[src/hdl/irqrd_regs.svh]
// Register indices, field values, reset values and timing counts of the controller
`ifndef IRQRD_REGS_SVH
`define IRQRD_REGS_SVH

`define IRQRD_CTRL_IDX 6'h16
`define IRQRD_SRCEN_IDX 6'h17
`define IRQRD_RSVD_HI 3'h7
`define IRQRD_RSVD_LO 2'h0
`define IRQRD_PRIO_RD 2'h0
`define IRQRD_BLOCK_RST 1'h0
`define IRQRD_SRCEN_RST 16'h0000
`define IRQRD_FIXED_ALL 8'hFF
`define IRQRD_FIXED_NONE 8'h00
`define IRQRD_HOLD_EDGES 2
`define IRQRD_CNT_ONE 2'h1
`define IRQRD_CNT_RST 2'h0
`define IRQRD_RDATA_RST 32'h0000_0000
`define IRQRD_VAB_W 21
`define IRQRD_RESET_VEC 21'h00_0000
`define IRQRD_VEC_BASE 7'h10

`endif

[src/hdl/irqrd_pkg.sv]
// Types used by the reset-release sequencer of the reset-vector controller
package irqrd_pkg;

  typedef struct packed {
    logic [1:0] cnt;
  } irqrd_seq_t;

endpackage : irqrd_pkg

[src/hdl/irqrd_seq_if.sv]
// Link between the controller and its reset-release sequencer
`timescale 1ns/1ps
`default_nettype none

interface irqrd_seq_if;
  logic hold;
  modport seq (output hold);
  modport ctl (input hold);
endinterface : irqrd_seq_if

`default_nettype wire

[src/hdl/irqrd_ctrl.sv]
// Global interrupt disable, reset vector handshake and control register
// Contract
// - Control bit 5 blocks all interrupts when set
// - Reset asserted drives reset vector on bus
// - Reset vector held until second edge after release
// - Reset returns all registers to defaults
// - Fixed-priority core requests enabled out of reset
// - Read-only field shows captured vector bits 7-1
`timescale 1ns/1ps
`default_nettype none
`include "irqrd_regs.svh"

module irqrd_ctrl #(
  parameter int unsigned NUM_SRC = 16,
  parameter int unsigned VAB_W = `IRQRD_VAB_W,
  parameter logic [VAB_W-1:0] RESET_VEC = `IRQRD_RESET_VEC,
  parameter logic [6:0] VEC_BASE = `IRQRD_VEC_BASE
) (
  input wire logic clk_in,
  input wire logic nrst_in,
  input wire logic [7:0] avs_address_in,
  input wire logic avs_read_in,
  input wire logic avs_write_in,
  input wire logic [31:0] avs_writedata_in,
  input wire logic [3:0] avs_byteenable_in,
  output logic [31:0] avs_readdata_out,
  output logic avs_waitrequest_out,
  input wire logic [NUM_SRC-1:0] irq_src_in,
  input wire logic irq_taken_in,
  output logic irq_req_out,
  output logic [VAB_W-1:0] vector_addr_bus_out,
  output logic [7:0] core_fixed_irq_en_out
);

  typedef struct packed {
    logic wait_q;
    logic [31:0] rdata;
    logic block;
    logic [6:0] vab_cap;
    logic [NUM_SRC-1:0] src_en;
    logic req;
    logic [VAB_W-1:0] vector_addr_bus;
    logic [7:0] fixed_en;
  } irqrd_state_t;

  irqrd_state_t st_q;
  irqrd_state_t st_d;
  irqrd_seq_if seq_if ();

  // nrst_in is the core reset issued by the system integration unit
  irqrd_rst_seq #(
    .HOLD_EDGES(2'(`IRQRD_HOLD_EDGES))
  ) u_seq (
    .clk_in(clk_in),
    .nrst_in(nrst_in),
    .seq_if(seq_if)
  );

  logic [NUM_SRC-1:0] hit;
  logic [6:0] vec_num;
  logic found;
  logic [15:0] ctrl_rd;
  logic [15:0] srcen_rd;
  logic sel_ctrl;
  logic sel_srcen;
  logic [VAB_W-1:0] active_vec;

  assign hit = irq_src_in & st_q.src_en;
  assign sel_ctrl = (avs_address_in[7:2] == `IRQRD_CTRL_IDX);
  assign sel_srcen = (avs_address_in[7:2] == `IRQRD_SRCEN_IDX);
  // Reserved fields read back as the values software must write
  assign ctrl_rd = {st_q.req, `IRQRD_PRIO_RD, st_q.vab_cap, st_q.block,
                    `IRQRD_RSVD_HI, `IRQRD_RSVD_LO};
  assign srcen_rd = 16'(st_q.src_en);

  // Lowest-numbered enabled source wins the vector
  always_comb begin
    vec_num = VEC_BASE;
    found = 1'b0;
    for (int i = NUM_SRC - 1; i >= 0; i--) begin
      if (hit[i]) begin
        vec_num = VEC_BASE + 7'(i);
        found = 1'b1;
      end
    end
  end

  assign active_vec = found ? VAB_W'({vec_num, 1'b0}) : '0;

  always_comb begin
    st_d = st_q;
    // One-wait-state slave: request seen on idle, answered next cycle
    if (st_q.wait_q && (avs_read_in || avs_write_in)) begin
      st_d.wait_q = 1'b0;
      st_d.rdata = sel_ctrl ? {16'h0000, ctrl_rd} :
                   sel_srcen ? {16'h0000, srcen_rd} : `IRQRD_RDATA_RST;
    end else if (!st_q.wait_q) begin
      st_d.wait_q = 1'b1;
      if (avs_write_in && sel_ctrl && avs_byteenable_in[0]) begin
        st_d.block = avs_writedata_in[5];
      end
      if (avs_write_in && sel_srcen) begin
        for (int i = 0; i < NUM_SRC; i++) begin
          if (avs_byteenable_in[i / 8]) begin
            st_d.src_en[i] = avs_writedata_in[i];
          end
        end
      end
    end
    if (irq_taken_in) begin
      st_d.vab_cap = st_q.vector_addr_bus[7:1];
    end
    st_d.req = !st_d.block && found;
    st_d.fixed_en = st_d.block ? `IRQRD_FIXED_NONE : `IRQRD_FIXED_ALL;
    // The core may sample the bus any time before the hold ends
    st_d.vector_addr_bus = seq_if.hold ? RESET_VEC : active_vec;
  end

  always_ff @(posedge clk_in) begin
    if (!nrst_in) begin
      st_q.wait_q <= 1'b1;
      st_q.rdata <= `IRQRD_RDATA_RST;
      st_q.block <= `IRQRD_BLOCK_RST;
      st_q.vab_cap <= '0;
      st_q.src_en <= '0;
      st_q.req <= 1'b0;
      st_q.vector_addr_bus <= RESET_VEC;
      st_q.fixed_en <= `IRQRD_FIXED_ALL;
    end else begin
      st_q <= st_d;
    end
  end

  assign avs_readdata_out = st_q.rdata;
  assign avs_waitrequest_out = st_q.wait_q;
  assign irq_req_out = st_q.req;
  assign vector_addr_bus_out = st_q.vector_addr_bus;
  assign core_fixed_irq_en_out = st_q.fixed_en;

  rst_vab_a: assert property (@(posedge clk_in)
    !nrst_in |=> vector_addr_bus_out == RESET_VEC)
    else $error("reset vector missing during reset");

  vab_hold_a: assert property (@(posedge clk_in) disable iff (!nrst_in)
    $rose(nrst_in) |-> vector_addr_bus_out == RESET_VEC
      ##1 (vector_addr_bus_out == RESET_VEC && !seq_if.hold)
      ##1 vector_addr_bus_out == $past(active_vec))
    else $error("reset vector not held exactly to second edge");

  rst_defaults_a: assert property (@(posedge clk_in)
    !nrst_in |=> (!st_q.block && st_q.src_en == '0 && !irq_req_out
      && avs_waitrequest_out))
    else $error("register not at default after reset");

  fixed_en_a: assert property (@(posedge clk_in)
    !nrst_in ##1 (nrst_in && !st_q.block) |-> core_fixed_irq_en_out == `IRQRD_FIXED_ALL)
    else $error("fixed core requests not enabled out of reset");

  blk_holds_a: assert property (@(posedge clk_in) disable iff (!nrst_in)
    st_q.block |-> !irq_req_out && core_fixed_irq_en_out == `IRQRD_FIXED_NONE)
    else $error("request passed while globally blocked");

  blk_write_a: assert property (@(posedge clk_in) disable iff (!nrst_in)
    (!avs_waitrequest_out && avs_write_in && sel_ctrl && avs_byteenable_in[0])
      |=> st_q.block == $past(avs_writedata_in[5]))
    else $error("global block bit not written");

  rsvd_read_a: assert property (@(posedge clk_in) disable iff (!nrst_in)
    (!avs_waitrequest_out && avs_read_in && sel_ctrl)
      |-> avs_readdata_out[4:0] == {`IRQRD_RSVD_HI, `IRQRD_RSVD_LO})
    else $error("reserved control bits read wrong");

  vab_cap_a: assert property (@(posedge clk_in) disable iff (!nrst_in)
    irq_taken_in |=> st_q.vab_cap == $past(vector_addr_bus_out[7:1]))
    else $error("vector field not captured on take");

  req_cause_a: assert property (@(posedge clk_in) disable iff (!nrst_in)
    irq_req_out |-> $past(|hit))
    else $error("request without enabled source");

  wait_pulse_a: assert property (@(posedge clk_in) disable iff (!nrst_in)
    !avs_waitrequest_out |=> avs_waitrequest_out)
    else $error("waitrequest low for more than one cycle");

  // Refused addresses answer zero and nothing ever lands in the upper half
  unmapped_rd_a: assert property (@(posedge clk_in) disable iff (!nrst_in)
    (!avs_waitrequest_out && avs_read_in && !sel_ctrl && !sel_srcen)
      |-> avs_readdata_out == `IRQRD_RDATA_RST)
    else $error("unmapped read returned data");

  rdata_hi_zero_a: assert property (@(posedge clk_in) disable iff (!nrst_in)
    avs_readdata_out[31:16] == 16'h0000)
    else $error("upper read data not zero");

  srcen_write_a: assert property (@(posedge clk_in) disable iff (!nrst_in)
    (!avs_waitrequest_out && avs_write_in && sel_srcen && avs_byteenable_in[0])
      |=> st_q.src_en[7:0] == $past(avs_writedata_in[7:0]))
    else $error("source enable low byte not written");

  vab_idle_a: assert property (@(posedge clk_in) disable iff (!nrst_in)
    (!seq_if.hold && !(|hit)) |=> vector_addr_bus_out == '0)
    else $error("bus not idle after reset vector ended");

  fixed_free_a: assert property (@(posedge clk_in) disable iff (!nrst_in)
    !st_q.block |-> core_fixed_irq_en_out == `IRQRD_FIXED_ALL)
    else $error("fixed core requests off while not blocked");

  cap_stable_a: assert property (@(posedge clk_in) disable iff (!nrst_in)
    !irq_taken_in |=> $stable(st_q.vab_cap))
    else $error("vector field changed without a take");

  take_c: cover property (@(posedge clk_in) disable iff (!nrst_in)
    irq_req_out ##1 irq_taken_in);
  release_c: cover property (@(posedge clk_in) $rose(nrst_in) ##2 !seq_if.hold);
  block_c: cover property (@(posedge clk_in) disable iff (!nrst_in)
    (|hit) && st_q.block);
  ctrl_read_c: cover property (@(posedge clk_in) disable iff (!nrst_in)
    !avs_waitrequest_out && avs_read_in && sel_ctrl);
  unblock_c: cover property (@(posedge clk_in) disable iff (!nrst_in) $fell(st_q.block));

endmodule : irqrd_ctrl

`default_nettype wire

[src/hdl/irqrd_rst_seq.sv]
// Counts clock edges after reset release to end the reset vector
`timescale 1ns/1ps
`default_nettype none
`include "irqrd_regs.svh"

module irqrd_rst_seq #(
  parameter logic [1:0] HOLD_EDGES = 2'(`IRQRD_HOLD_EDGES)
) (
  input wire logic clk_in,
  input wire logic nrst_in,
  irqrd_seq_if.seq seq_if
);

  irqrd_pkg::irqrd_seq_t st_q;
  irqrd_pkg::irqrd_seq_t st_d;
  logic [1:0] last_cnt;

  assign last_cnt = HOLD_EDGES - `IRQRD_CNT_ONE;
  // Reset vector stays selected until the counter reaches its last value
  assign seq_if.hold = (st_q.cnt != last_cnt);

  always_comb begin
    st_d = st_q;
    if (st_q.cnt != last_cnt) begin
      st_d.cnt = st_q.cnt + `IRQRD_CNT_ONE;
    end
  end

  always_ff @(posedge clk_in) begin
    if (!nrst_in) begin
      st_q.cnt <= `IRQRD_CNT_RST;
    end else begin
      st_q <= st_d;
    end
  end

endmodule : irqrd_rst_seq

`default_nettype wire

[config.mk]
export PLATFORM = sky130hd
export DESIGN_NAME = irqrd_ctrl
export DESIGN_NICKNAME = d
export VERILOG_FILES = /design/src/hdl/irqrd_pkg.sv /design/src/hdl/irqrd_seq_if.sv /design/src/hdl/irqrd_ctrl.sv /design/src/hdl/irqrd_rst_seq.sv
export VERILOG_INCLUDE_DIRS = /design/src /design/src/hdl
export SDC_FILE = /design/constraint.sdc
export NUM_CORES = 1
export LEC_CHECK = 0
export BUFFER_PORTS_ARGS = -buffer_cell sky130_fd_sc_hd__buf_2
export CAP_MARGIN = 20
export CORE_ASPECT_RATIO = 1.4
export CORE_UTILIZATION = 44
export DETAILED_ROUTE_END_ITERATION = 12
export PLACE_DENSITY = 0.89
export SYNTH_ARGS = -nofsm -noshare
export SYNTH_HDL_FRONTEND = slang
export SYNTH_HIERARCHICAL = 1
export SYNTH_SLANG_ARGS = --single-unit
export TNS_END_PERCENT = 20
[constraint.sdc]
create_clock -name clk_in -period 2.15 [get_ports clk_in]
set_clock_uncertainty 0.15 [all_clocks]
set_input_delay 0.1075 -clock clk_in [delete_from_list [all_inputs] [get_ports clk_in]]
set_output_delay 0.1075 -clock clk_in [all_outputs]
set_load 0.05 [all_outputs]
==> out/qor.yml <==
route:
  drc: 0
  firstDrtPassIters: 4
  routed_wl_um: 5388
  ant_nets: 0
  wire_per_inst_um: 13.40
  drtIter0Drc: 39
  viasPerCell: 4.985
  vias: 2004
grt:
  overflow: 0
  antenna_found_initial: 0
  grt_pass1_wl_um: 8604
  grt_max_degree: 31
  grt_pass1_vias: 1912
  grtUsageTotal_pct: 19.84
worst_setup_path:
  timing.rr.end: "vector_addr_bus_out[1]"
  cp_max_fo: 13
  critPathKind: "in -> reg"
  arrival_ns: 1.88
  start_kind: "input port"
  r2r_cells: 5
  cp-end-kind: "flop"
  worstReg2RegStart: "srcen_rd[7]"
  worstPathRequired_ns: 2.20
  reg2reg_slack_ns: 0.36
sta:
  fmax_mhz: 545.8
  worstMarginPinSlew_ns: 0.5451
  final.period_utilization_pct: 85.22
  fin_tns_setup_ns: 0
  setup_viol: 0
  period_minus_slack_ns: 1.832
  final_hold_viol_count: 0
  drv_slew: 0
  slew_headroom_pct: 63.66
  rsz0062_at_grt: "no"
place:
  place_area_mm2: 0.002603
  place_congestion: 0.8525
  place.detailed.instances: 373
  portBuffers: 75
  hpwl_um: 3867
clock_network:
  cts_sinks: 48
  cts_buffers: 5
  cts_buffer_depth: 2
  clock_latency_ns: 0.30
  cts.reportedPaths.clkPinSlew_ns: 0.08
  post_cts_buffers: 0
  post_cts_resized: 0
  cts_root_buf: "clkbuf_8"
  htreeDepth: 2
  tritoncts: "done"
power_and_ir_drop:
  leakage_uw: 0.001384
  ir_drop_mv: 0.6543
  fin_total_pwr_uw: 1894
  p_per_area_mw_per_mm2: 648.6
floorplan:
  start_util_pct: 45.33
  io_pins: 128
  dieHeight_um: 88.26
  rows: 31
  die_w_um: 63.62
  core-area_mm2: 0.005159
  dieArea_mm2: 0.005615
logic_synthesis:
  ys_types: 36
  ys.flop_type: "dfxtp_1"
  synthArstFlopShare_pct: 0
  syn_area_per_cell_um2: 9.506
  ys_ff_latch: 48
  synth-edff-count: 0
  syn-cell-area_mm2: 0.002338
  yosysSeqAreaShare_pct: 41.09
  synthCells: 246
  ys_warn_count: 6
min_path:
  worstHoldStart: "irq_src_in[0]"
  whs_path_depth: 4
  hp-class: "in -> reg"
  hold_end: "vector_addr_bus_out[1]"
layout:
  drive_gt1_share_pct: 26.49
  final_area_mm2: 0.002920
  fillCellCount: 439
  final_nets: 401
  diodes: 0
  syn_to_final_growth_pct: 24.88
  utilization_pct: 56.61
  final_cells: 402
job:
  drv_cap: 0
outcome:
  status: "finished, final reports clean"
[cell usage after synthesis (2+ instances only)]
| cell | instances | area, µm² |
|---|---|---|
| a21oi_1 | 6 | 30.03 |
| buf_2 | 2 | 10.01 |
| inv_1 | 3 | 11.26 |
| nor2b_1 | 32 | 200.2 |
| dfxtp_1 | 48 | 960.9 |
| mux2i_1 | 22 | 220.2 |
| nand3_1 | 4 | 20.02 |
| nand2b_1 | 2 | 12.51 |
| or3_1 | 2 | 12.51 |
| nor3_1 | 5 | 25.02 |
| a31oi_1 | 2 | 12.51 |
| a32o_1 | 2 | 20.02 |
| a22o_1 | 20 | 175.2 |
| buf_4 | 41 | 307.8 |
| o21ai_0 | 4 | 20.02 |
| a22oi_1 | 7 | 52.55 |
| nor2_1 | 7 | 26.28 |
| clkbuf_1 | 6 | 22.52 |
| nand2_1 | 14 | 52.55 |
[worst max-delay path, cell delays in order]
cell and delay [ns]:
dlygate4sd3_1 0.53, buf_2 0.13, o21ai_1 0.43, nor3_2 0.06, buf_4 0.21, a22o_1 0.19
a22o_1 0.22
[stage by stage]
stage	setup WS (ns)	hold WS, ns
global placement	0.4031	0.2120
global route	0.1966	0.02880
detailed placement	0.3682	0.2199
floorplan	0.2157	0.03092
CTS	0.3185	0.003119
finish	0.3178	0.01902
[cells by family after synthesis]
kind of cell | synth area share (%)
and+or+nand+nor | 18.25
buffers and inverters | 15.03
DFF | 41.09
AOI/OAI and AO/OA | 15.14
muxes | 9.417
adders and majority gates | 0.5350
other | 0.1604
xor gates and xnor gates | 0.3746
[area by class of cell]
cell class | count | area [µm²] | area share (%)
Clock buffer | 6 | 72.57 | 2.485
Clock inverter | 2 | 35.03 | 1.200
Inverter | 3 | 11.26 | 0.3856
Multi-Input combinational cell | 177 | 1142 | 39.12
Sequential cell | 48 | 960.9 | 32.90
Tap cell | 66 | 82.58 | 2.828
Timing Repair Buffer | 100 | 615.6 | 21.08
[worst max path at each step]
| stage | from | to | slack (ns) |
|---|---|---|---|
| global route | avs_write_in | avs_readdata_out[10] | 0.20 |
| finish | avs_write_in | avs_readdata_out[10] | 0.32 |
| CTS | avs_write_in | avs_readdata_out[10] | 0.32 |
| global placement | avs_address_in[5] | srcen_rd[12] | 0.40 |
| floorplan | avs_waitrequest_out | avs_readdata_out[9] | 0.22 |
| detailed placement | avs_address_in[5] | srcen_rd[15] | 0.37 |
[placed cells by master, fill, tap and decap left out, types with 3 or more instances in the layout]
cell	n
clkbuf_8	5
nor2_1	7
nand3_1	4
dlygate4sd3_1	21
a21oi_1	6
nor2b_1	32
a22o_1	20
nand2_1	14
a22oi_1	7
conb_1	32
o21ai_0	3
nor3_1	5
mux2i_1	22
inv_1	3
dfxtp_1	48
buf_2	75
buf_4	4
[power by group]
group	switching [µW]	internal, µW
clock network	290	345
logic	224	116
registers	12.3	906
total	526	1370
[state kept, by name (all words and copies together), names as in the netlist]
name / flops
u_seq/st_q: 2
avs_readdata_out: 16
ctrl_rd: 6
core_fixed_irq_en_out: 1
vector_addr_bus_out: 5
irq_req_out: 1
srcen_rd: 16
avs_waitrequest_out: 1
[timing repair]
action | in CTS | in global routing
hold buffers | 21 | 0
setup endpoints to repair | 0 | 0
hold endpoints to repair | 20 | 0
[layer usage]
metal	vias to the layer above	global-route usage (%)	part of all wire, %
li1	969	-	-
met1	930	20.75	39
met2	93	37.52	53
met3	12	5.155	5.4
met4	0	7.851	2.4
met5	-	0	0
No activity file was read; power rests on OpenSTA's default activity.
